## src/adc_rst_pwr_pkg.sv

```systemverilog
// Purpose: shared constants and carrier types for the channel reset/power controller
// Assumes: three converter channels, one core clock
// Notes: all numbers used by the design live here
package adc_rst_pwr_pkg;

  // ------------------------------------------------------------------
  // sizes and defaults
  // ------------------------------------------------------------------
  localparam int unsigned NUM_CH = 3;
  localparam int unsigned DATA_W = 24;
  localparam int unsigned QNT_W = 4;
  localparam logic [3:0] QNT_DEFAULT = 4'h3;     // thermometer reset pattern 0011
  localparam logic [2:0] ALL_CH = 3'h7;
  localparam logic [2:0] NO_CH = 3'h0;
  localparam logic [23:0] DATA_ZERO = 24'h000000;

  // ------------------------------------------------------------------
  // timing
  // ------------------------------------------------------------------
  localparam int unsigned CLK_MHZ = 250;
  localparam int unsigned SETTLE_CYC_DEFAULT = 16;   // filter settling, in decimated samples
  localparam int unsigned PHASE_W = 8;
  localparam int unsigned CNT_W = 16;

  // per-channel state
  typedef enum logic [3:0] {
    CH_OFF = 4'b0001,
    CH_RST = 4'b0010,
    CH_SETTLE = 4'b0100,
    CH_RUN = 4'b1000
  } ch_state_t;

  // control bits from the host's configuration words
  typedef struct packed {
    logic [2:0] soft_reset;
    logic [2:0] shutdown;
    logic external_ref_select;
    logic external_clock_select;
  } cfg_bits_t;

  // clock and power enables towards the rest of the chip
  typedef struct packed {
    logic core_clk_en;
    logic input_clk_en;
    logic por_mon_en;
    logic analog_en;
    logic vref_en;
    logic serial_en;
  } pwr_ctrl_t;

endpackage : adc_rst_pwr_pkg

```

## src/adc_channel_reset_power_control.sv

```systemverilog
// Purpose: per-channel soft reset, shutdown, hard reset and full-shutdown control
// Assumes: config bits and sample data are synchronous to core_clk_i
// Assumes: every phase delay is at most the sample period, or that channel never ticks
// Notes: rst_i is the combined power-on / reset-pin hard reset
// Functional notes
// - soft-reset bit set: run, force output zero
// - soft reset returns quantizer field to 0011
// - independent soft reset, config untouched
// - no data-ready while in soft reset
// - leave soft reset keeping phase, realigned
// - partial soft reset keeps internal clock running
// - all soft reset gates core clock
// - all soft reset still clocks input bias
// - hard reset only from POR or pin
// - hard reset clears data, comparators, filters
// - serial interface held in hard reset
// - shutdown clear enables channel, ready after settling
// - shutdown per channel via its bit only
// - shutdown flushes data, no data-ready
// - leave shutdown keeping phase, realigned
// - all shutdown stops input and core clock
// - full shutdown disables analog, monitors, reference
// - serial interface stays active in full shutdown
// - any bit cleared re-enables supply monitors
// - analog biases stay on during hard reset
`timescale 1ns/1ns
module adc_channel_reset_power_control #(
  parameter int unsigned SETTLE_CYC = adc_rst_pwr_pkg::SETTLE_CYC_DEFAULT
) (
  input wire logic core_clk_i,
  input wire logic rst_i,
  input wire adc_rst_pwr_pkg::cfg_bits_t cfg_i,
  input wire logic [adc_rst_pwr_pkg::PHASE_W-1:0] sample_period_i,
  input wire logic [adc_rst_pwr_pkg::PHASE_W-1:0] phase_delay_i [adc_rst_pwr_pkg::NUM_CH],
  input wire logic [adc_rst_pwr_pkg::DATA_W-1:0] conv_data_i [adc_rst_pwr_pkg::NUM_CH],
  input wire logic [adc_rst_pwr_pkg::QNT_W-1:0] quant_i [adc_rst_pwr_pkg::NUM_CH],
  output logic [adc_rst_pwr_pkg::DATA_W-1:0] ch_data_o [adc_rst_pwr_pkg::NUM_CH],
  output logic [adc_rst_pwr_pkg::QNT_W*adc_rst_pwr_pkg::NUM_CH-1:0] modulator_output_reg_o,
  output logic [adc_rst_pwr_pkg::NUM_CH-1:0] data_ready_o,
  output logic [adc_rst_pwr_pkg::NUM_CH-1:0] filter_clear_o,
  output logic [adc_rst_pwr_pkg::NUM_CH-1:0] ch_bias_en_o,
  output adc_rst_pwr_pkg::pwr_ctrl_t pwr_o,
  output logic serial_reset_o
);

  localparam int unsigned N = adc_rst_pwr_pkg::NUM_CH;
  localparam int unsigned QW = adc_rst_pwr_pkg::QNT_W;
  localparam logic [adc_rst_pwr_pkg::CNT_W-1:0] SETTLE_N =
    adc_rst_pwr_pkg::CNT_W'(SETTLE_CYC);

  // ------------------------------------------------------------------
  // helpers
  // ------------------------------------------------------------------
  // a channel converts only when neither its reset nor its shutdown bit is set
  function automatic logic ch_active(input adc_rst_pwr_pkg::cfg_bits_t c, input int unsigned n);
    ch_active = !c.soft_reset[n] && !c.shutdown[n];
  endfunction : ch_active

  // reset and shutdown both park a channel: zero data, filters held clear
  function automatic logic ch_parked(input adc_rst_pwr_pkg::ch_state_t s);
    ch_parked = (s == adc_rst_pwr_pkg::CH_RST) || (s == adc_rst_pwr_pkg::CH_OFF);
  endfunction : ch_parked

  // ------------------------------------------------------------------
  // channel state and mode decode signals
  // ------------------------------------------------------------------
  adc_rst_pwr_pkg::ch_state_t st_r [N];
  adc_rst_pwr_pkg::ch_state_t st_nxt [N];
  logic [adc_rst_pwr_pkg::CNT_W-1:0] settle_r [N];
  logic [N-1:0] hit;
  logic [N-1:0] active;
  logic any_active;
  logic all_reset_or_off;
  logic all_shutdown;
  logic full_shutdown;
  logic timer_run;

  // ------------------------------------------------------------------
  // mode decode
  // ------------------------------------------------------------------
  // bit n of each field steers channel n only
  always_comb begin
    for (int unsigned i = 0; i < N; i++) begin
      active[i] = ch_active(cfg_i, i);
    end
  end

  // any live channel keeps the core clock and the shared tick going
  assign any_active = |active;
  assign all_shutdown = (cfg_i.shutdown == adc_rst_pwr_pkg::ALL_CH);
  assign all_reset_or_off = !any_active;
  // full power-down only with every shutdown bit and both external selects set
  assign full_shutdown = all_shutdown && cfg_i.external_ref_select
                         && cfg_i.external_clock_select;
  // tick keeps running while any channel converts, so phase is kept
  assign timer_run = any_active && !rst_i;

  // ------------------------------------------------------------------
  // per-channel phase timers
  // ------------------------------------------------------------------
  // identical counters, one comparator each against that channel's delay
  for (genvar g = 0; g < N; g++) begin : g_tmr
    adc_phase_timer #(
      .PHASE_W(adc_rst_pwr_pkg::PHASE_W)
    ) u_tmr (
      .core_clk_i(core_clk_i),
      .rst_i(rst_i),
      .run_i(timer_run),
      .period_i(sample_period_i),
      .delay_i(phase_delay_i[g]),
      .hit_o(hit[g])
    );
  end

  // ------------------------------------------------------------------
  // channel state machine
  // ------------------------------------------------------------------
  // shutdown takes priority over soft reset since biases go off too
  always_comb begin
    for (int unsigned i = 0; i < N; i++) begin
      st_nxt[i] = st_r[i];
      case (st_r[i])
        adc_rst_pwr_pkg::CH_OFF: begin
          // waking rejoins the shared tick, so the old delay still holds
          if (!cfg_i.shutdown[i]) begin
            st_nxt[i] = cfg_i.soft_reset[i] ? adc_rst_pwr_pkg::CH_RST
                                            : adc_rst_pwr_pkg::CH_SETTLE;
          end
        end
        adc_rst_pwr_pkg::CH_RST: begin
          if (cfg_i.shutdown[i]) begin
            st_nxt[i] = adc_rst_pwr_pkg::CH_OFF;
          end else if (!cfg_i.soft_reset[i]) begin
            st_nxt[i] = adc_rst_pwr_pkg::CH_SETTLE;
          end
        end
        adc_rst_pwr_pkg::CH_SETTLE, adc_rst_pwr_pkg::CH_RUN: begin
          if (cfg_i.shutdown[i]) begin
            st_nxt[i] = adc_rst_pwr_pkg::CH_OFF;
          end else if (cfg_i.soft_reset[i]) begin
            st_nxt[i] = adc_rst_pwr_pkg::CH_RST;
          end else if (st_r[i] == adc_rst_pwr_pkg::CH_SETTLE && hit[i]
                       && settle_r[i] >= SETTLE_N) begin
            st_nxt[i] = adc_rst_pwr_pkg::CH_RUN;
          end
        end
        default: begin
          st_nxt[i] = adc_rst_pwr_pkg::CH_RST;
        end
      endcase
    end
  end

  // hard reset lands every channel in reset; registers take defaults
  always_ff @(posedge core_clk_i or posedge rst_i) begin
    if (rst_i) begin
      for (int unsigned i = 0; i < N; i++) begin
        st_r[i] <= adc_rst_pwr_pkg::CH_RST;
      end
    end else begin
      for (int unsigned i = 0; i < N; i++) begin
        st_r[i] <= st_nxt[i];
      end
    end
  end

  // ------------------------------------------------------------------
  // filter settling counter
  // ------------------------------------------------------------------
  // counts sample ticks after a release; the first ready waits for settling
  always_ff @(posedge core_clk_i or posedge rst_i) begin
    if (rst_i) begin
      for (int unsigned i = 0; i < N; i++) begin
        settle_r[i] <= '0;
      end
    end else begin
      for (int unsigned i = 0; i < N; i++) begin
        if (st_r[i] != adc_rst_pwr_pkg::CH_SETTLE) begin
          settle_r[i] <= '0;
        end else if (hit[i] && settle_r[i] < SETTLE_N) begin
          // saturates so a long wait cannot wrap
          settle_r[i] <= settle_r[i] + 1'b1;
        end
      end
    end
  end

  // ------------------------------------------------------------------
  // data-ready pulses
  // ------------------------------------------------------------------
  // one pulse per tick, and only from a channel that stays in or enters run
  always_ff @(posedge core_clk_i or posedge rst_i) begin
    if (rst_i) begin
      data_ready_o <= '0;
    end else begin
      for (int unsigned i = 0; i < N; i++) begin
        data_ready_o[i] <= (st_nxt[i] == adc_rst_pwr_pkg::CH_RUN) && hit[i];
      end
    end
  end

  // ------------------------------------------------------------------
  // output data
  // ------------------------------------------------------------------
  // parked channels read zero; settling samples pass but are not flagged
  always_ff @(posedge core_clk_i or posedge rst_i) begin
    if (rst_i) begin
      for (int unsigned i = 0; i < N; i++) begin
        ch_data_o[i] <= adc_rst_pwr_pkg::DATA_ZERO;
      end
    end else begin
      for (int unsigned i = 0; i < N; i++) begin
        if (ch_parked(st_r[i])) begin
          ch_data_o[i] <= adc_rst_pwr_pkg::DATA_ZERO;
        end else if (hit[i]) begin
          ch_data_o[i] <= conv_data_i[i];
        end
      end
    end
  end

  // ------------------------------------------------------------------
  // quantizer field of the modulator output register
  // ------------------------------------------------------------------
  // reset pattern is held while in soft reset or after hard reset
  always_ff @(posedge core_clk_i or posedge rst_i) begin
    if (rst_i) begin
      for (int unsigned i = 0; i < N; i++) begin
        modulator_output_reg_o[i*QW +: QW] <= adc_rst_pwr_pkg::QNT_DEFAULT;
      end
    end else begin
      for (int unsigned i = 0; i < N; i++) begin
        if (st_r[i] == adc_rst_pwr_pkg::CH_RST || cfg_i.soft_reset[i]) begin
          modulator_output_reg_o[i*QW +: QW] <= adc_rst_pwr_pkg::QNT_DEFAULT;
        end else if (st_r[i] == adc_rst_pwr_pkg::CH_OFF) begin
          modulator_output_reg_o[i*QW +: QW] <= adc_rst_pwr_pkg::QNT_DEFAULT;
        end else begin
          // a live channel mirrors its comparators
          modulator_output_reg_o[i*QW +: QW] <= quant_i[i];
        end
      end
    end
  end

  // ------------------------------------------------------------------
  // filter clear
  // ------------------------------------------------------------------
  // filters and their output buffers are cleared by hard reset and idle modes
  always_ff @(posedge core_clk_i or posedge rst_i) begin
    if (rst_i) begin
      filter_clear_o <= '1;
    end else begin
      for (int unsigned i = 0; i < N; i++) begin
        filter_clear_o[i] <= ch_parked(st_nxt[i]);
      end
    end
  end

  // ------------------------------------------------------------------
  // channel biases
  // ------------------------------------------------------------------
  // biases follow the shutdown bit alone, so a soft reset costs no bias settling
  always_ff @(posedge core_clk_i or posedge rst_i) begin
    if (rst_i) begin
      ch_bias_en_o <= '1;
    end else begin
      for (int unsigned i = 0; i < N; i++) begin
        ch_bias_en_o[i] <= !cfg_i.shutdown[i];
      end
    end
  end

  // ------------------------------------------------------------------
  // chip-level clock and power enables
  // ------------------------------------------------------------------
  // config bits are only read here, never written, so settings survive
  always_ff @(posedge core_clk_i or posedge rst_i) begin
    if (rst_i) begin
      pwr_o.core_clk_en <= 1'b1;
      pwr_o.input_clk_en <= 1'b1;
      pwr_o.por_mon_en <= 1'b1;
      pwr_o.analog_en <= 1'b1;
      pwr_o.vref_en <= 1'b1;
      pwr_o.serial_en <= 1'b0;
    end else begin
      pwr_o.core_clk_en <= !all_reset_or_off;
      pwr_o.input_clk_en <= !all_shutdown;
      pwr_o.por_mon_en <= !full_shutdown;
      pwr_o.analog_en <= !full_shutdown;
      pwr_o.vref_en <= !full_shutdown;
      pwr_o.serial_en <= 1'b1;
    end
  end

  // ------------------------------------------------------------------
  // serial port reset
  // ------------------------------------------------------------------
  // serial port is held in reset for the whole hard reset
  assign serial_reset_o = rst_i;

endmodule : adc_channel_reset_power_control

```

## src/adc_phase_timer.sv

```systemverilog
// Purpose: common sample tick with per-channel phase offset
// Assumes: the tick counter only stops when every channel is idle
// Notes: channel strobe fires when the shared count matches its delay
`timescale 1ns/1ns
module adc_phase_timer #(
  parameter int unsigned PHASE_W = 8
) (
  input wire logic core_clk_i,
  input wire logic rst_i,
  input wire logic run_i,
  input wire logic [PHASE_W-1:0] period_i,
  input wire logic [PHASE_W-1:0] delay_i,
  output logic hit_o
);

  logic [PHASE_W-1:0] count_r;

  // ------------------------------------------------------------------
  // free counter, shared phase reference for all channels
  // ------------------------------------------------------------------
  always_ff @(posedge core_clk_i or posedge rst_i) begin
    if (rst_i) begin
      count_r <= '0;
    end else if (!run_i) begin
      count_r <= '0;
    end else if (count_r >= period_i) begin
      count_r <= '0;
    end else begin
      count_r <= count_r + 1'b1;
    end
  end

  // matching against the stored delay keeps relative phase after a release
  assign hit_o = run_i && (count_r == delay_i);

endmodule : adc_phase_timer

```

## config.mk

```make
export PLATFORM = sky130hd
export DESIGN_NAME = adc_channel_reset_power_control
export DESIGN_NICKNAME = d
export VERILOG_FILES = /design/src/adc_rst_pwr_pkg.sv /design/src/adc_channel_reset_power_control.sv /design/src/adc_phase_timer.sv
export SDC_FILE = /design/constraint.sdc
export NUM_CORES = 1
export LEC_CHECK = 0
export BUFFER_PORTS_ARGS = -buffer_cell sky130_fd_sc_hd__buf_2
export CORE_MARGIN = 1
export CORE_UTILIZATION = 43
export DETAILED_ROUTE_END_ITERATION = 8
export GPL_ROUTABILITY_DRIVEN = 0
export HOLD_SLACK_MARGIN = 0.05
export PLACE_DENSITY_LB_ADDON = 0.3
export SLEW_MARGIN = 20
export SYNTH_ARGS = -nofsm -noshare
export SYNTH_HDL_FRONTEND = slang
export SYNTH_SLANG_ARGS = --single-unit
export TNS_END_PERCENT = 1
```

## constraint.sdc

```tcl
create_clock -name core_clk_i -period 7.5 [get_ports core_clk_i]
set_input_delay 0.75 -clock core_clk_i [delete_from_list [all_inputs] [get_ports core_clk_i]]
set_output_delay 0.75 -clock core_clk_i [all_outputs]
set_load 0.03 [all_outputs]
```

==> impl_metrics.tcl, run 1 <==
set metrics [dict create \
    die_x_um 144 \
    fin_ws_ps 5080 \
    synth.cell_area_mm2 0.00866 \
    drv_cap 0 \
    avgViaCountPerCell 4.92 \
    yosysTopAreaCell "dfrtp_1" \
    initial_core_util 0.442 \
    power.density_mw_per_mm2 245 \
    grt_remaining_overflow 0 \
    outcome "finished clean" \
    wirelength_met1_um 8570 \
    cts_tree "built" \
    grt_pass1_vias 6004 \
    crit_type "primary input to async pin" \
    cp_max_fo 66 \
    fmax_mhz 413 \
    area_delta_synth_final_pct 22.0 \
    drv_slew 0 \
    p_sw_frac 0.336 \
    final_util 0.539 \
    place_ws_ps 4500 \
    nets 1185 \
    endpoint_kind "async pin" \
    setup_violations 0 \
    grt.total_usage 0.183 \
    clock-sinks 181 \
    boundaryPins 226 \
    synth-main-ff-cell "dfrtp_1" \
    clkPwrFrac 0.327 \
    synthTopCellsByArea "dfrtp_1 47%, mux2i_1 9.7%, nand2_1 7.6%, dfstp_2 5.5%, ha_1 4.8%" \
    syn_inst 806 \
    setup_tns_ps 0 \
    p_sw_uw 871 \
    stdcell_area_mm2 0.0106 \
    drt_iter0_drc 239 \
    cts_buffer_depth 2 \
    drt-total-wl_um 18300 \
    period_needed_ps 2420 \
    finalHoldViolCount 0 \
    multi_input_area_mm2 0.00381 \
    ir_drop_mv 0.140 \
    cts_hold_buf 0 \
    crit_path_start_kind "primary input" \
    met2_length_um 8750 \
    antennaDiodeCount 0 \
    grt_first_pass_wirelength_um 29700 \
    first_pass_iters 4 \
    drtAntennaViolNets 0 \
    p_int_mw 1.72 \
    vias 6403 \
    async_flop_share 1.00 \
    arrival_ps 2870 \
    cts-resized-gates 0 \
    synth_fp_nets 965 \
    hp-class "primary input to async pin" \
    numCtsBuffers 17 \
    ys_ff_latch 181 \
    cts_root_buf "clkbuf_16" \
    drc 0 \
    placedInstanceArea_mm2 0.0100 \
    path_clk_slew_ps 60 \
    syn_avg_cell_area_um2 10.7 \
    max_slew_margin 0.381 \
    cts_setup_buffers 0 \
    combPwrFrac 0.257 \
    cts_max_level 4 \
    cp_data_required_time_ps 7950 \
    seq_power_share 0.416 \
    fillCellCount 1781 \
    netlist.area_leader.share 0.471 \
    dp_hpwl_um 13000 \
    rsz0062_at_grt "false" \
    ys_seq_area_frac 0.525 \
    tightest_slew_ps 921 \
    synth_warnings 0 \
    port_buffers 225 \
    wire_per_inst_um 14.0 \
    power.leakage_nw 5.67 \
    yosysUniqueCellTypes 48 \
    drive_gt1_frac 0.284 \
    antenna_found_initial 0 \
    fin_crit_sh 0.323 \
    rows 51 \
    skew_ps 11.0 \
    die_y_um 144 \
    wl_met3_um 661 \
    core_area_mm2 0.0196 \
    register_area_mm2 0.00455 \
    dieArea_mm2 0.0207 \
    grt_max_degree 67 \
    clock_latency_ps 430 \
    top_layer_used "met4" \
    synth_edf_count 0 \
]
==> cell type report <==
class,instances,area share
multi-input combinational,563,0.361
clock buffer,24,0.0456
sequential,181,0.431
clock inverter,6,0.00675
inverter,27,0.0101
timing repair buffer,236,0.114
tap,265,0.0314
==> power groups by stage <==
stage	sequential [mW]	clock (mW)	combinational [mW]
6_report	1.08	0.846	0.665
5_1_grt	1.09	0.903	0.747
3_3_place_gp	1.09	0	0.664
4_1_cts	1.08	0.864	0.671
2_1_floorplan	1.14	0	0.455
3_5_place_dp	1.09	0	0.670
==> cell usage in the layout, fill, tap and decap left out, types with 4 or more instances in the layout <==
master and n:
buf_4 11, nand2b_1 11, nor4_1 19, dfstp_2 18, a21oi_1 9, a211oi_1 26, and2_1 38, and3_1 16
mux2i_1 84, clkbuf_16 17, xnor2_1 29, nor2_1 10, xor2_1 17, ha_1 33, or3_1 11, dfrtp_1 163
o21ai_0 4, o211ai_1 8, buf_2 225, nand3_1 22, clkbuf_1 4, inv_1 26, a211o_1 7, nand2_1 176
nand4_1 6
==> state kept, by name, summed over array words and instances (netlist names) <==
name                    flops
ch_bias_en_o                3
ch_data_o                  72
data_ready_o                3
filter_clear_o              3
g_tmr.u_tmr.count_r        24
modulator_output_reg_o     12
pwr_o                       4
settle_r                   48
st_r                       12
==> synthesized netlist by cell type (2+ instances only) <==
master	n
a211o_1	7
a211oi_1	26
a21o_1	3
a21oi_1	9
a22o_1	3
and2_1	38
and3_1	16
buf_2	3
buf_4	3
buf_6	9
clkbuf_1	20
dfrtp_1	163
dfstp_2	18
ha_1	33
inv_1	27
mux2i_1	84
nand2_1	176
nand2b_1	11
nand3_1	22
nand3b_1	3
nand4_1	6
nor2_1	10
nor3_1	2
nor4_1	19
nor4b_1	3
o211ai_1	8
o21ai_0	4
o221a_2	2
o31ai_1	3
or2_2	3
or3_1	11
xnor2_1	29
xor2_1	17
==> per-stage QoR <==
stage | std cells | hold slack [ps] | power [mW]
after global placement | 1272 | 470 | 1.76
after CTS | 1302 | 441 | 2.61
after floorplan | 806 | 454 | 1.59
after global routing | 1302 | 490 | 2.74
final | 1302 | 440 | 2.59
after detailed placement | 1272 | 471 | 1.77
==> routing by layer <==
layer	track usage	up-vias
li1	-	3206
met1	0.249	3028
met2	0.294	144
met3	0.0287	25
met4	0.0638	0
met5	0	-
==> critical path: stages <==
cell   delay [ps]
buf_2         160
inv_6         400
buf_4         720
buf_4         760
==> cell families (layout without fill, tap and decap cells) <==
group,count (synthesis),after routing,share of synthesized area
flops,181,181,0.525
fa+ha+maj,33,33,0.0477
mux,84,84,0.0971
compound gates,73,73,0.0657
xor+xnor,46,46,0.0465
simple gates,326,326,0.181
buf+inv,62,293,0.0364
other cells,1,1,0.000433
==> worst paths after layout <==
path	endpoint	cells after the start	from	slack (ps)
min in group core_clk_i	settle_r[37]	1	settle_r[37]	480
worst max register to register	data_ready_o[2]	5	g_tmr[2].u_tmr.count_r[0]	5340
worst min-delay path	settle_r[19]	2	rst_i	440
worst max-delay path	ch_data_o[46]	4	rst_i	5080
worst min register to register	settle_r[37]	1	settle_r[37]	480
max in group core_clk_i	data_ready_o[2]	6	rst_i	5320
No activity file was read; power rests on OpenSTA's default activity.
==> run 2: changes to the inputs <==
- clock period: 7.5 -> 2.18 ns (I/O delays scaled with it)
==> run 2 against run 1 <==
  * Combinational power rose to 3.9 times the previous value
  * Die area did not move
  * Count of clock-buffer cells in the layout fell by 2
  * First-iteration DRC count fell by 7.9%
  * Final area rose by 10%
  * Worst setup slack got worse by 5000 ps
  * Hold slack got worse by 380 ps
  * Core utilization rose by 5.6 points
  * Sequential power rose to 3.4 times the previous value
  * Critical endpoint is now g_tmr[2].u_tmr.count_r[2]
  * Largest power group unchanged
  * Highest routed layer unchanged
==> impl_metrics.tcl, run 2 (synthesized netlist as in run 1, its figures left out) <==
set metrics [dict create \
    outcome "finished clean" \
    path_clk_slew_ps 70 \
    cp_max_fo 8 \
    dp_hpwl_um 13700 \
    drv_slew 0 \
    rows 51 \
    cts_max_level 4 \
    avgViaCountPerCell 4.88 \
    endpoint_kind "flip-flop" \
    skew_ps 9.68 \
    finalHoldViolCount 0 \
    final_cell_mix "225 x buf_2, 176 x nand2_1, 163 x dfrtp_1" \
    clock-sinks 181 \
    power.density_mw_per_mm2 814 \
    drtAntennaViolNets 0 \
    grt_remaining_overflow 0 \
    die_x_um 144 \
    cts_tree "built" \
    dieArea_mm2 0.0207 \
    wl_met3_um 864 \
    cts_root_buf "clkbuf_16" \
    rr_startpoint "g_tmr[0].u_tmr.count_r[0]" \
    layout_commonest_cell "buf_2" \
    setup_violations 0 \
    grt.total_usage 0.201 \
    antenna_found_initial 0 \
    fillCellCount 1627 \
    worst_path_largest_cell_delay_ps 540 \
    cp_data_required_time_ps 2500 \
    drive_gt1_frac 0.278 \
    vias 6870 \
    crit_chain "dlygate4sd3_1 -> buf_2 -> o22a_1 -> a21oi_1 -> o211ai_1 -> a211oi_1" \
    hp-start "cfg_i[0]" \
    ir_drop_mv 0.605 \
    top_layer_used "met4" \
    max_slew_margin 0.531 \
    core_area_mm2 0.0196 \
    power.leakage_nw 6.17 \
    multi_input_area_mm2 0.00381 \
    arrival_ps 2370 \
    met2_length_um 9840 \
    top_register "ch_data_o" \
    initial_core_util 0.442 \
    reg2reg_depth 5 \
    place_ws_ps 199 \
    fin_ws_ps 124 \
    wirelength_met1_um 9450 \
    hp-class "primary input to flip-flop" \
    register_area_mm2 0.00455 \
    crit_path_top_delay_cell "dlygate4sd3_1" \
    drt_iter0_drc 220 \
    largest_register_ffs 72 \
    die_y_um 144 \
    rrSetupSlack_ps 160 \
    antennaDiodeCount 0 \
    grt_pass1_vias 6632 \
    grt_first_pass_wirelength_um 32600 \
    cts_buffer_depth 2 \
    period_needed_ps 2060 \
    area_delta_synth_final_pct 34.7 \
    fmax_mhz 486 \
    holdPathEnd "pwr_o[1]" \
    drc 0 \
    numCtsBuffers 17 \
    crit_path_start_kind "primary input" \
    clock_latency_ps 430 \
    grt_max_degree 56 \
    fin_crit_sh 0.943 \
    first_pass_iters 4 \
    cts_setup_buffers 0 \
    boundaryPins 226 \
    wire_per_inst_um 14.5 \
    drt-total-wl_um 20400 \
    rsz0062_at_grt "false" \
    largestRegisters "ch_data_o (72), settle_r (48), g_tmr.u_tmr.count_r (24)" \
    setup_tns_ps 0 \
    drv_cap 0 \
    nets 1288 \
    reg2reg_to "ch_data_o[49]" \
    port_buffers 225 \
    crit_type "primary input to flip-flop" \
    min_path_cells 3 \
    tightest_slew_ps 704 \
]
run 2: changes by cell type in the layout (fill, tap and decap cells not counted):
cell	before	now
buf_4	11	24
buf_12	0	3
inv_6	2	4
bufinv_16	1	2
clkbuf_1	4	0
dlygate4sd3_1	0	87
clkbuf_8	3	5
inv_8	0	1
run 2: cell type report:
| class | instances | share of cell area |
|---|---|---|
| Multi-Input combinational cell | 563 | 0.327 |
| Tap cell | 265 | 0.0284 |
| Timing Repair Buffer | 339 | 0.192 |
| Inverter | 27 | 0.00901 |
| Sequential cell | 181 | 0.390 |
| Clock buffer | 22 | 0.0424 |
| Clock inverter | 10 | 0.0113 |
run 2: how the worst max path moves through the flow:
stage	start	endpoint	slack (ps)	depth (start not counted)
floorplan	rst_i	ch_data_o[57]	-1710	6
global placement	g_tmr[0].u_tmr.count_r[6]	ch_data_o[54]	250	5
detailed placement	g_tmr[1].u_tmr.count_r[0]	st_r[7]	200	5
CTS	cfg_i[2]	g_tmr[2].u_tmr.count_r[2]	160	6
global route	cfg_i[2]	g_tmr[2].u_tmr.count_r[2]	30	6
finish	cfg_i[2]	g_tmr[2].u_tmr.count_r[2]	120	6
run 2: timing repair:
item / CTS / global route
endpoints found under the setup margin: 0 / 0
endpoints found under the hold margin: 87 / 0
hold buffers: 87 / 0
resized for setup: 0 / 0
run 2: worst max-delay path: cells and delay by family:
kind / cells / cell delay, ps
AO/OA/AOI/OAI: 4 / 1420
buffers and inverters: 2 / 720
run 2: routing by layer:
layer  up-vias  GRT usage
li1       3414          -
met2       163      0.330
met4         0     0.0566
met3        16     0.0427
met1      3277      0.266
met5         -          0
run 2: power breakdown:
group | internal (mW) | switching [mW] | total, mW
combinational | 0.909 | 1.67 | 2.58
sequential | 3.57 | 0.130 | 3.70
clock | 1.87 | 1.34 | 3.21
total | 6.35 | 3.14 | 9.50
run 2: metrics by stage:
stage | cells | instance area, µm² | hold slack, ps | total power, mW | utilization
after floorplan | 806 | 8690 | 244 | 5.48 | -
after global placement | 1288 | 10200 | 410 | 6.21 | 0.519
after detailed placement | 1288 | 10200 | 412 | 6.23 | 0.519
after CTS | 1407 | 11700 | 52.3 | 9.61 | 0.596
after global routing | 1407 | 11700 | 50.9 | 10.0 | 0.596
final | 1407 | 11700 | 61.1 | 9.50 | 0.596
